--- src/design/strap_cfg_pkg.sv ---
package strap_cfg_pkg;
    // =========================================================
    // Pin counts and index widths
    localparam int NUM_GPIO = 16;
    localparam int CFG_IDX_W = NUM_GPIO;
    localparam int DFLT_IDX_W = 4;
    localparam int PROTO_PIN = 9;
    localparam int MUST_HIGH_PIN = 8;
    localparam int POS_W = 5;
    // =========================================================
    // Register file geometry and offsets
    localparam int REG_W = 8;
    localparam int NREG = 8;
    localparam int REG_IDX_W = 3;
    localparam int NVM_ADDR_W = 8;
    localparam logic [REG_IDX_W-1:0] REG_CLK_OUT_EN = 3'h0;
    localparam logic [REG_IDX_W-1:0] REG_GPIO_MODE_LO = 3'h1;
    localparam logic [REG_IDX_W-1:0] REG_GPIO_MODE_HI = 3'h2;
    localparam logic [REG_IDX_W-1:0] REG_PORT_CFG = 3'h3;
    // Field positions inside the port configuration register
    localparam int PORT_CFG_I2C_BIT = 0;
    localparam int PORT_CFG_ADDR2_BIT = 1;
    // =========================================================
    // Reset values: clock outputs off, every pin a plain input
    localparam logic [REG_W-1:0] RST_CLK_OUT_EN = 8'h00;
    localparam logic [REG_W-1:0] RST_GPIO_MODE = 8'h00;
    localparam logic [REG_W-1:0] RST_PORT_CFG = 8'h00;
    localparam logic [REG_W-1:0] RST_GENERAL = 8'h00;
    localparam logic [NREG-1:0][REG_W-1:0] RF_DEFAULTS = {RST_GENERAL, RST_GENERAL, RST_GENERAL, RST_GENERAL,
        RST_PORT_CFG, RST_GPIO_MODE, RST_GPIO_MODE, RST_CLK_OUT_EN};
    // Checksum residue of a good stored configuration
    localparam logic [REG_W-1:0] CSUM_GOOD = 8'h00;
    // =========================================================
    // Start-up sequencer states, Gray coded along the path
    typedef enum logic [2:0] {
        S_CAPTURE = 3'b000,
        S_DEFAULT = 3'b001,
        S_STRAP = 3'b011,
        S_REQ = 3'b010,
        S_LOAD = 3'b110,
        S_CHECK = 3'b111,
        S_DONE = 3'b101
    } boot_state_t;
endpackage

--- src/design/strap_gather.sv ---
`timescale 1ns/1ps
module strap_gather import strap_cfg_pkg::*; (
    input wire logic [NUM_GPIO-1:0] level,
    input wire logic [NUM_GPIO-1:0] mask,
    output logic [NUM_GPIO-1:0] packed_val,
    output logic top_val,
    output logic any_high,
    output logic any_sel
);
    // =========================================================
    // Packing chain
    localparam logic [NUM_GPIO-1:0] ONE = 16'h0001;
    // Running count of selected pins below each position
    logic [NUM_GPIO:0][POS_W-1:0] pos;
    // Running OR of packed bits
    logic [NUM_GPIO:0][NUM_GPIO-1:0] acc;
    // Level of the highest selected pin seen so far
    logic [NUM_GPIO:0] top;

    assign pos[0] = '0;
    assign acc[0] = '0;
    assign top[0] = 1'b0;

    // Each selected pin lands on the next free bit, lowest pin at bit zero
    for (genvar i = 0; i < NUM_GPIO; i++) begin : g_pin
        assign pos[i+1] = pos[i] + POS_W'(mask[i]);
        assign acc[i+1] = acc[i] | ((mask[i] && level[i]) ? (ONE << pos[i][POS_W-2:0]) : '0); // RULE13
        // A higher selected pin overrides all lower ones
        assign top[i+1] = mask[i] ? level[i] : top[i]; // RULE7
    end

    // Unused upper bits stay zero by construction
    assign packed_val = acc[NUM_GPIO]; // RULE14
    assign top_val = top[NUM_GPIO];
    assign any_high = |(mask & level); // RULE10
    assign any_sel = |mask;
endmodule // strap_gather

--- src/design/cfg_reg_file.sv ---
`timescale 1ns/1ps
module cfg_reg_file import strap_cfg_pkg::*; (
    input wire logic clk_sys,
    input wire logic rst_b,
    input wire logic load_default,
    input wire logic wr_en,
    input wire logic [REG_IDX_W-1:0] wr_addr,
    input wire logic [REG_W-1:0] wr_data,
    input wire logic stage_en,
    input wire logic [REG_IDX_W-1:0] stage_addr,
    input wire logic [REG_W-1:0] stage_data,
    input wire logic commit,
    input wire logic discard,
    input wire logic [REG_IDX_W-1:0] rd_addr,
    output logic [REG_W-1:0] rd_data,
    output logic [NREG-1:0][REG_W-1:0] regs_out
);
    // =========================================================
    // State
    typedef struct packed {
        logic [NREG-1:0][REG_W-1:0] regs;  // Live registers
        logic [NREG-1:0][REG_W-1:0] stage; // Words of a load not yet checked
        logic [NREG-1:0] staged;           // Which staged words are valid
        logic [REG_W-1:0] rd_data;         // Registered read port
    } rf_state_t;

    rf_state_t s_q;
    rf_state_t s_d;

    // Next state: defaults, then commit, then single writes
    always_comb begin
        s_d = s_q;
        s_d.rd_data = s_q.regs[rd_addr];
        if (load_default) begin
            s_d.regs = RF_DEFAULTS; // RULE20
            s_d.staged = '0;
        end
        if (stage_en) begin
            // Staging keeps the live set untouched until the checksum is known
            s_d.stage[stage_addr] = stage_data;
            s_d.staged[stage_addr] = 1'b1;
        end
        if (commit) begin
            for (int i = 0; i < NREG; i++) begin
                if (s_q.staged[i]) begin
                    s_d.regs[i] = s_q.stage[i]; // RULE20
                end
            end
            s_d.staged = '0;
        end
        if (discard) begin
            // Bad load: live set keeps its defaults and the strap write
            s_d.staged = '0; // RULE21
        end
        if (wr_en) begin
            s_d.regs[wr_addr] = wr_data; // RULE4
        end
    end

    // Register the whole state
    always_ff @(posedge clk_sys or negedge rst_b) begin
        if (!rst_b) begin
            s_q <= '{regs: RF_DEFAULTS, stage: '0, staged: '0, rd_data: '0}; // RULE19
        end else begin
            s_q <= s_d;
        end
    end

    assign rd_data = s_q.rd_data;
    assign regs_out = s_q.regs;
endmodule // cfg_reg_file

--- src/design/reset_strap_config_select.sv ---
// Contract
// RULE1 - Capture every pin at master reset release
// RULE2 - Pin nine low SPI, high two-wire
// RULE3 - Board holds pin eight high during reset
// RULE4 - Strap-derived settings stay writable afterwards
// RULE5 - No address pin assigned: bit two zero
// RULE6 - Address strap ignored when port runs SPI
// RULE7 - Several address pins: highest index wins
// RULE8 - Disable pin high blocks EEPROM reads
// RULE9 - No disable pin: always search EEPROM
// RULE10 - Any disable pin high disables EEPROM
// RULE11 - No select pins: use pins three..zero
// RULE12 - Undriven pulled-up select pins give fifteen
// RULE13 - Select pins packed lowest index first
// RULE14 - Fewer than four: upper index bits zero
// RULE15 - More than four: wider index
// RULE16 - Factory block may pick arbitrary pins
// RULE17 - Index picks stored config; none stored, ignored
// RULE18 - Pin roles from factory block, else defaults
// RULE19 - Defaults: clocks off, pins plain inputs
// RULE20 - Defaults first, then selected stored config
// RULE21 - Checksum failure keeps registers at defaults
// RULE22 - Captured straps hold until next reset
`timescale 1ns/1ps
module reset_strap_config_select import strap_cfg_pkg::*; (
    input wire logic clk_sys,
    input wire logic rst_b,
    // Pin levels, already synchronous to clk_sys
    input wire logic [NUM_GPIO-1:0] gpio_in,
    // Pin role assignment from the factory information block
    input wire logic info_valid,
    input wire logic [NUM_GPIO-1:0] addr2_pin_mask,
    input wire logic [NUM_GPIO-1:0] eeprom_dis_pin_mask,
    input wire logic [NUM_GPIO-1:0] cfg_sel_pin_mask,
    // Stored configuration reader
    input wire logic nvm_present,
    output logic nvm_req,
    output logic [CFG_IDX_W-1:0] nvm_index,
    input wire logic nvm_valid,
    input wire logic [NVM_ADDR_W-1:0] nvm_addr,
    input wire logic [REG_W-1:0] nvm_data,
    input wire logic nvm_last,
    // Serial port register access after start-up
    input wire logic host_wr_en,
    input wire logic [REG_IDX_W-1:0] host_addr,
    input wire logic [REG_W-1:0] host_wr_data,
    output logic [REG_W-1:0] host_rd_data,
    output logic host_ready,
    // Start-up results
    output logic [NUM_GPIO-1:0] captured_levels,
    output logic main_port_i2c,
    output logic slave_addr_bit_two,
    output logic eeprom_search_en,
    output logic [CFG_IDX_W-1:0] cfg_index,
    output logic strap_fault,
    output logic checksum_fail,
    output logic [REG_W-1:0] clk_out_en,
    output logic [2*REG_W-1:0] gpio_mode
);
    // =========================================================
    // State of the start-up sequencer
    typedef struct packed {
        boot_state_t st;                 // Sequencer position
        logic [NUM_GPIO-1:0] straps;     // Levels caught at reset release
        logic [CFG_IDX_W-1:0] cfg_index; // Stored configuration index
        logic eeprom_dis;                // EEPROM search suppressed
        logic [REG_W-1:0] csum;          // Running sum of loaded words
        logic strap_fault;               // Must-high pin was low
        logic csum_fail;                 // Last load rejected
    } boot_q_t;

    boot_q_t s_q;
    boot_q_t s_d;

    // =========================================================
    // Role decoding of the captured straps
    // Roles only count when the factory block is programmed
    logic [NUM_GPIO-1:0] addr2_mask;
    logic [NUM_GPIO-1:0] dis_mask;
    logic [NUM_GPIO-1:0] sel_mask;

    // Unprogrammed parts fall back to the default roles
    assign addr2_mask = info_valid ? addr2_pin_mask : '0; // RULE18
    assign dis_mask = info_valid ? eeprom_dis_pin_mask : '0; // RULE18
    assign sel_mask = info_valid ? cfg_sel_pin_mask : '0; // RULE16

    // Address bit two source
    logic addr2_val;
    logic addr2_any;

    strap_gather u_addr2 (
        .level(s_q.straps),
        .mask(addr2_mask),
        .packed_val(),
        .top_val(addr2_val),
        .any_high(),
        .any_sel(addr2_any)
    );

    // EEPROM disable source
    logic dis_any_high;

    strap_gather u_eeprom_dis (
        .level(s_q.straps),
        .mask(dis_mask),
        .packed_val(),
        .top_val(),
        .any_high(dis_any_high),
        .any_sel()
    );

    // Configuration select source
    logic [NUM_GPIO-1:0] sel_packed;
    logic sel_any;

    strap_gather u_cfg_sel (
        .level(s_q.straps),
        .mask(sel_mask),
        .packed_val(sel_packed),
        .top_val(),
        .any_high(),
        .any_sel(sel_any)
    );

    // =========================================================
    // Derived start-up values
    logic [CFG_IDX_W-1:0] idx_from_straps;
    logic addr2_bit;
    logic proto_i2c;

    always_comb begin
        // No select pins assigned: the low four pins are the index
        if (sel_any) begin
            idx_from_straps = sel_packed; // RULE15
        end else begin
            // Pull-ups make a floating group read as all ones, index fifteen
            idx_from_straps = CFG_IDX_W'(s_q.straps[DFLT_IDX_W-1:0]); // RULE11 RULE12
        end
        // Without an assigned pin the address bit stays zero
        addr2_bit = addr2_any ? addr2_val : 1'b0; // RULE5
        proto_i2c = s_q.straps[PROTO_PIN]; // RULE2
    end

    // =========================================================
    // Register file
    logic rf_default;
    logic rf_wr_en;
    logic [REG_IDX_W-1:0] rf_wr_addr;
    logic [REG_W-1:0] rf_wr_data;
    logic rf_stage_en;
    logic rf_commit;
    logic rf_discard;
    logic [NREG-1:0][REG_W-1:0] rf_regs;
    logic nvm_in_range;

    // Words aimed past the last register are summed but not stored
    assign nvm_in_range = (nvm_addr < NVM_ADDR_W'(NREG));

    cfg_reg_file u_regs (
        .clk_sys(clk_sys),
        .rst_b(rst_b),
        .load_default(rf_default),
        .wr_en(rf_wr_en),
        .wr_addr(rf_wr_addr),
        .wr_data(rf_wr_data),
        .stage_en(rf_stage_en),
        .stage_addr(nvm_addr[REG_IDX_W-1:0]),
        .stage_data(nvm_data),
        .commit(rf_commit),
        .discard(rf_discard),
        .rd_addr(host_addr),
        .rd_data(host_rd_data),
        .regs_out(rf_regs)
    );

    // =========================================================
    // Sequencer next state and strobes
    always_comb begin
        s_d = s_q;
        rf_default = 1'b0;
        rf_wr_en = 1'b0;
        rf_wr_addr = host_addr;
        rf_wr_data = host_wr_data;
        rf_stage_en = 1'b0;
        rf_commit = 1'b0;
        rf_discard = 1'b0;
        nvm_req = 1'b0;
        unique case (s_q.st)
            S_CAPTURE: begin
                // First edge after release: the pins are caught once here
                s_d.straps = gpio_in; // RULE1
                s_d.st = S_DEFAULT;
            end
            S_DEFAULT: begin
                // Registers return to defaults before anything is applied
                rf_default = 1'b1; // RULE20
                s_d.cfg_index = idx_from_straps; // RULE13
                // Any one high disable pin wins; no pin means search
                s_d.eeprom_dis = dis_any_high; // RULE8 RULE9 RULE10
                // The board is expected to keep pin eight high; flag it if not
                s_d.strap_fault = !s_q.straps[MUST_HIGH_PIN]; // RULE3
                s_d.st = S_STRAP;
            end
            S_STRAP: begin
                // Strap results go in as an ordinary register write
                rf_wr_en = 1'b1; // RULE4
                rf_wr_addr = REG_PORT_CFG;
                rf_wr_data = RST_PORT_CFG;
                rf_wr_data[PORT_CFG_I2C_BIT] = proto_i2c; // RULE2
                rf_wr_data[PORT_CFG_ADDR2_BIT] = addr2_bit; // RULE7
                // Parts with nothing stored skip the request and load entirely
                s_d.st = nvm_present ? S_REQ : S_DONE; // RULE17
            end
            S_REQ: begin
                // One-cycle request carrying the index
                nvm_req = 1'b1; // RULE17
                s_d.csum = '0;
                s_d.st = S_LOAD;
            end
            S_LOAD: begin
                if (nvm_valid) begin
                    rf_stage_en = nvm_in_range;
                    s_d.csum = s_q.csum + nvm_data;
                    if (nvm_last) begin
                        s_d.st = S_CHECK;
                    end
                end
            end
            S_CHECK: begin
                // Only a clean sum lets the staged words reach the registers
                if (s_q.csum == CSUM_GOOD) begin
                    rf_commit = 1'b1; // RULE20
                end else begin
                    rf_discard = 1'b1; // RULE21
                    s_d.csum_fail = 1'b1;
                end
                s_d.st = S_DONE;
            end
            S_DONE: begin
                // Serial port owns the registers from here on
                rf_wr_en = host_wr_en; // RULE4
                // Straps are left alone until the next reset
                s_d.straps = s_q.straps; // RULE22
            end
            default: begin
                // Illegal code: restart the sequence cleanly
                s_d.st = S_CAPTURE;
            end
        endcase
    end

    // =========================================================
    // State register
    // Asynchronous reset loads constants only; pins are caught after release
    always_ff @(posedge clk_sys or negedge rst_b) begin
        if (!rst_b) begin
            s_q <= '{st: S_CAPTURE, straps: '0, cfg_index: '0, eeprom_dis: 1'b0,
                     csum: '0, strap_fault: 1'b0, csum_fail: 1'b0};
        end else begin
            s_q <= s_d;
        end
    end

    // =========================================================
    // Outputs
    assign host_ready = (s_q.st == S_DONE);
    assign captured_levels = s_q.straps; // RULE22
    assign nvm_index = s_q.cfg_index;
    assign cfg_index = s_q.cfg_index;
    // Search only once start-up is settled and no disable pin is high
    assign eeprom_search_en = (s_q.st == S_DONE) && !s_q.eeprom_dis; // RULE8 RULE9
    assign strap_fault = s_q.strap_fault;
    assign checksum_fail = s_q.csum_fail;
    assign main_port_i2c = rf_regs[REG_PORT_CFG][PORT_CFG_I2C_BIT];
    // The address bit means nothing on an SPI port, so it reads zero there
    assign slave_addr_bit_two = main_port_i2c && rf_regs[REG_PORT_CFG][PORT_CFG_ADDR2_BIT]; // RULE6
    assign clk_out_en = rf_regs[REG_CLK_OUT_EN]; // RULE19
    assign gpio_mode = {rf_regs[REG_GPIO_MODE_HI], rf_regs[REG_GPIO_MODE_LO]}; // RULE19
endmodule // reset_strap_config_select

--- config.mk ---
export PLATFORM = sky130hd
export DESIGN_NAME = reset_strap_config_select
export DESIGN_NICKNAME = d
export VERILOG_FILES = /design/src/design/strap_cfg_pkg.sv /design/src/design/strap_gather.sv /design/src/design/cfg_reg_file.sv /design/src/design/reset_strap_config_select.sv
export SDC_FILE = /design/constraint.sdc
export NUM_CORES = 1
export LEC_CHECK = 0
export ABC_AREA = 1
export BUFFER_PORTS_ARGS = -buffer_cell sky130_fd_sc_hd__buf_2
export CORE_AREA = 2 2 173 158
export DETAILED_ROUTE_END_ITERATION = 7
export DIE_AREA = 0 0 175 160
export MAX_ROUTING_LAYER = met4
export PLACE_DENSITY_LB_ADDON = 0.12
export SYNTH_ARGS = -nofsm -noshare
export SYNTH_HDL_FRONTEND = slang
export SYNTH_SLANG_ARGS = --single-unit
--- constraint.sdc ---
create_clock -name clk_sys -period 4.96 [get_ports clk_sys]
set_clock_uncertainty 0.15 [all_clocks]
set_input_delay 0 -clock clk_sys [delete_from_list [all_inputs] [get_ports clk_sys]]
set_output_delay 0 -clock clk_sys [all_outputs]
set_load 0.1 [all_outputs]
Word level (Yosys, flattened, before mapping). Index checks and enable logic that the tools add are counted.

Flip-flop bits (word level): 190. Input port bits: 98. Logic and storage cells: 198. Output and inout bits: 87.

Bitwise logic cells: 19. Add/sub/neg operators: 15. Equal/unequal tests: 8. Muxes and demuxes: 79. Shift operators: 15. Reductions and logical operators: 31. Magnitude comparators: 6.

Operators with widths (count): two-way mux 16 bit (19); bitwise OR 16 bit (15); left shift 1 x 4 -> 16 bit, first input constant (14); two-way mux 64 bit (3); two-way mux 8 bit (17); bitwise mux 64 bit (2); adder 4 x 1 -> 4 bit (13); demux 8 bit (select 3 bit) (2); OR reduction 16 bit (3); two-way mux 1 bit (27); binary-select mux 8 bit (select 3 bit) (1); case mux 3 bit (7 select lines) (1); logical AND 1 bit (20); AND 16 bit (1); case mux 8 bit (2 select lines) (1); left shift 1 x 1 -> 16 bit, first input constant (1); < comparator 3 x 4 -> 1 bit, second input constant (3); two-way mux 3 bit (4); == test 3 bit, second input constant (3); adder 8 bit (1); logical NOT 8 bit (1); < comparator 8 x 4 -> 1 bit, second input constant (1); bitwise OR 8 bit (1); == test 3 x 2 -> 1 bit, second input constant (2); other kinds (12) (17).

Depth between registers and ports, before layout.
Word-level depth: 21. Mapped depth: 39. Gate-level depth less buffers: 36.

Hierarchy. A second synthesis with hierarchy kept.

Cell total of the unflattened synthesis: 4237. Area total of the unflattened synthesis: 24228.2 µm².

By module, submodules not included: strap_gather (u_cfg_sel ...) (times used 2, area each 4510.6 µm², cells an instance 935); cfg_reg_file (times used 1, area each 7642.3 µm², cells an instance 1014); strap_gather (u_addr2) (times used 1, area each 4478.0 µm², cells an instance 925); reset_strap_config_select (times used 1, area each 3086.7 µm², cells an instance 428).

Worst setup path before layout. Ideal clock, no wire load.

Kind: input -> register. From: input info_valid. To: register s_q, in the netlist cfg_index[8]. Arrival: 6.252 ns. Stages: 28. Setup slack: -1.507 ns. Cells stage by stage: clkbuf_1 clkbuf_1 clkbuf_1 nand2_1 inv_1 fa_1 ha_1 ha_1 ha_1 ha_1 ha_1 ha_1 ha_1 ha_1 ha_1 ha_1 ha_1 ha_1 ha_1 inv_1 nand2_1 nand2_2 nand2_1 nor2_1 nand2_1 nand2_1 nand2_1 nand2_1.

Longest elaborated chain between the ends: 19. Elaborated cells on any way between the ends: 77. Classes of those cells: add/sub: 14; shift: 15; mux: 17; bitwise: 15; reduce/logical: 16.

RTL lines: start, declared (line reset_strap_config_select.sv:31) `input wire logic info_valid,`; two-way mux 16 bit (*) (line reset_strap_config_select.sv:85) `assign sel_mask = info_valid ? cfg_sel_pin_mask : '0;`; adder 1 x 1 -> 2 bit, or another cell as far along (line strap_gather.sv:26) `assign pos[i+1] = pos[i] + POS_W'(mask[i]);`; adder 4 x 1 -> 4 bit, or another cell as far along (13 in series) (line strap_gather.sv:26); left shift 1 x 4 -> 16 bit, or another cell as far along (line strap_gather.sv:27) `assign acc[i+1] = acc[i] | ((mask[i] && level[i]) ? (ONE << pos[i][POS_W-2:0]) : '0);`; two-way mux 16 bit or bitwise OR 16 bit (tied branches) (line strap_gather.sv:27); bitwise OR 16 bit (line strap_gather.sv:27); two-way mux 16 bit (*) (line reset_strap_config_select.sv:133) `if (sel_any) begin`; end signal, assigned (line reset_strap_config_select.sv:257) `s_q <= '{st: S_CAPTURE, straps: '0, cfg_index: '0, eeprom_dis: 1'b0,`; end, declared (line reset_strap_config_select.sv:72) `boot_q_t s_q;`.

Every way passes the cells marked *; elsewhere a longest branch is shown, timed or not. A chain may end at the register's enable or synchronous reset.

Worst setup path in the final report.
From: input info_valid. To: register s_q, in the netlist cfg_index[1].

The elaborated chain is that of the path after synthesis.

==> impl_metrics.ini <==
[sta]
timing.fmax_mhz = 221
slew_viol_final = 0
setup_viol = 0
max_slew.worst_pin.slew_ns = 1.00
hold_viol = 0
post-route-min-period_ns = 4.53
period_share = 0.914
rsz0062_at_grt = no
slew-limit-headroom = 0.330

[floorplan]
die_w_um = 175
rows = 57
pin_count = 185
dieArea_um2 = 28000
dieHeight_um = 160
design.core.area_um2 = 26500
start_util = 0.536

[cts]
ctsLongestPathBuffers = 2
cts_tree = built
cts_num_sinks = 190
cts_resized = 0
htreeDepth = 4
clk_pin_slew_worst_paths_ns = 0.08
cts-root-buf = clkbuf_16
clock_insertion_delay_worst_skew_ns = 0.44
cts_buffers = 17

[job]
maxCapViolCount = 0

[critical_path]
worstPathMaxFanout = 8
startpoint_type = input pin
startpoint = info_valid
regToRegStartpoint = captured_levels[13]$_DFFE_PN0P_
r2r_setup_slack_ns = 1.69
cp_data_required_time_ns = 5.18
regToRegEndpoint = s_q[10]$_DFFE_PN0P_
reg2reg_depth = 8
worstPathArrival_ns = 4.75
cpPeakStageDelay_ns = 0.62
cp_common_cell = ha_4
criticalPathCategory = input pin to flop
cp_slowest_cell = fa_2
worst_setup_path_end_kind = flop

[synth]
synth_cell_types = 44
ys_seq_area_frac = 0.336
synth_flop_cell = dfrtp_1
syn_area_um2 = 14200
synth_warnings = 0
syn_nets = 2288
yosys_register_bits = 190
syn_inst = 2154
synth_async_sr_flop_share = 1.00
synth_edf_count = 0
synth.avg_cell_area_um2 = 6.58

[status]
status = finished, final reports clean

[layout]
final_common_cell = nand2_1
drive_above_1_share = 0.161
nets = 2443
multi_input_area_um2 = 7750
syn2layout_area_growth_pct = 15.8
ff_latch_area_um2 = 4750
layout_common_cells = nand2_1 (543), inv_1 (293), nand3_1 (289)
fill_cells = 2519
utilization = 0.620

[route]
drtIter0Drc = 1520
drtPass1Iterations = 6
wl_mm = 47.9
wl_per_cell_um = 17.9
vias = 14800
drcViolationCount = 0
vias_per_cell = 5.55
drtAntennaViolNets = 0

[worst_hold_path]
whs_endpoint = s_q[8]$_DFFE_PN0P_
min_from = nvm_data[5]
holdPathStages = 6
hold_path_class = input pin to flop

[power]
power.density_nw_per_um2 = 365
max-vdd-ir-drop_v = 0.000229
finalPower_mw = 6.00
p_leak_nw = 8.20

[global_routing]
grtUsageTotal = 0.354
grt_pass1_wl_mm = 75.3
grt_pass1_vias = 13700
grt_max_degree = 95
grt_overflow = 0
antenna_found_initial = 2

[placement]
place_congestion = 0.984
dpl.hpwl_mm = 36.1
io_buffer_count = 184
-- layer usage --
| metal | vias up | part of all wire | GRT usage |
|---|---|---|---|
| li1 | 7202 | - | - |
| met1 | 6881 | 0.45 | 0.481 |
| met2 | 691 | 0.44 | 0.538 |
| met3 | 73 | 0.093 | 0.0790 |
| met4 | 0 | 0.022 | 0.0886 |
| met5 | - | 0 | - |
-- what timing repair did --
item                                   in CTS  in global routing
endpoints found under the hold margin     170                  0
buffers inserted                            0                  0
hold buffers                               47                  0
-- flip-flops by register name, summed over array words and instances, names as in the netlist --
register / count
s_q: 12
u_regs.regs_out: 64
strap_fault: 1
captured_levels: 16
u_regs.rd_data: 8
u_regs.s_q: 72
checksum_fail: 1
cfg_index: 16
-- worst max-delay path by stage --
stage | endpoint | slack, ns | depth (start not counted)
floorplan | cfg_index[8]$_DFFE_PN0P_ | -0.07 | 28
global placement | cfg_index[0]$_DFFE_PN0P_ | 0.05 | 27
detailed placement | cfg_index[1]$_DFFE_PN0P_ | 0.0009 | 26
CTS | cfg_index[1]$_DFFE_PN0P_ | 0.43 | 26
global route | cfg_index[9]$_DFFE_PN0P_ | 0.21 | 27
finish | cfg_index[1]$_DFFE_PN0P_ | 0.43 | 26
-- stage by stage --
step           area [µm²]  TNS (ns)  std cells  hold WS (ns)  setup WS (ns)
2_1_floorplan       14500    -0.287       2154        -0.446        -0.0655
3_3_place_gp        15300         0       2597      0.000167         0.0501
3_5_place_dp        15300         0       2597       0.00141       0.000886
4_1_cts             16400         0       2675       0.00342          0.429
5_1_grt             16400         0       2676        0.0233          0.206
6_report            16400         0       2676        0.0239          0.428
-- synthesized netlist by cell type (2+ instances only) --
cell type  count  area share
ha_1          34       0.030
o21bai_1       2      0.0011
o211ai_1       9      0.0048
dfrtp_1      190        0.34
nand2_4        8      0.0064
a22o_1         3      0.0019
nor3_1        27      0.0095
a21oi_1       62       0.022
clkbuf_1      46       0.012
o2111ai_1      3      0.0019
mux2_2         2      0.0016
nand3_1      289        0.10
xor2_1         2      0.0012
buf_4         80       0.042
nor2_1       216       0.057
a22oi_1        3      0.0016
buf_2          2     0.00071
inv_1        295       0.078
nand2_1      544        0.14
buf_1          6      0.0016
a211oi_1       2      0.0011
a31oi_1       18      0.0079
a221oi_1       5      0.0031
inv_2         15      0.0040
clkinv_1       5      0.0013
fa_1           2      0.0028
o31ai_1        4      0.0021
nand3_2       32       0.023
nand2_2       22      0.0097
a41oi_1        2      0.0012
nor2_2         6      0.0026
nand4_1       10      0.0044
nand3b_1       9      0.0048
o22ai_1       11      0.0049
o21ai_0      171       0.060
nand3_4        2      0.0025
o311ai_0       8      0.0049
-- critical path, delay by kind of cell --
family,cells,cell delay [ns]
adder cells (fa/ha/maj),13,3.48
AND/OR/NAND/NOR,10,0.96
buffers and inverters,3,0.29
-- where the power goes --
group | total [mW] | switching, mW | internal (mW)
logic | 2.82 | 1.92 | 0.900
registers | 1.76 | 0.0951 | 1.67
clock network | 1.42 | 0.735 | 0.682
total | 6.00 | 2.75 | 3.25
-- final cells by class --
class / instances / share of cell area
Tap cell: 354 / 0.0270
Multi-Input combinational cell: 1515 / 0.472
Clock inverter: 14 / 0.0101
Clock buffer: 17 / 0.0259
Antenna cell: 1 / 0.000152
Inverter: 315 / 0.0720
Sequential cell: 190 / 0.290
Timing Repair Buffer: 270 / 0.103
-- cells by family (layout without fill, tap and decap cells) --
kind of cell | count (synthesis) | count (layout) | share of synthesized area
buffers and inverters | 449 | 616 | 0.140
DFF | 190 | 190 | 0.336
xor gates and xnor gates | 2 | 2 | 0.00124
AOI/OAI and AO/OA | 306 | 306 | 0.120
adders and majority gates | 36 | 36 | 0.0328
other | 0 | 1 | 0
muxes | 2 | 2 | 0.00159
and+or+nand+nor | 1169 | 1169 | 0.368
No activity file was read; power rests on OpenSTA's default activity.
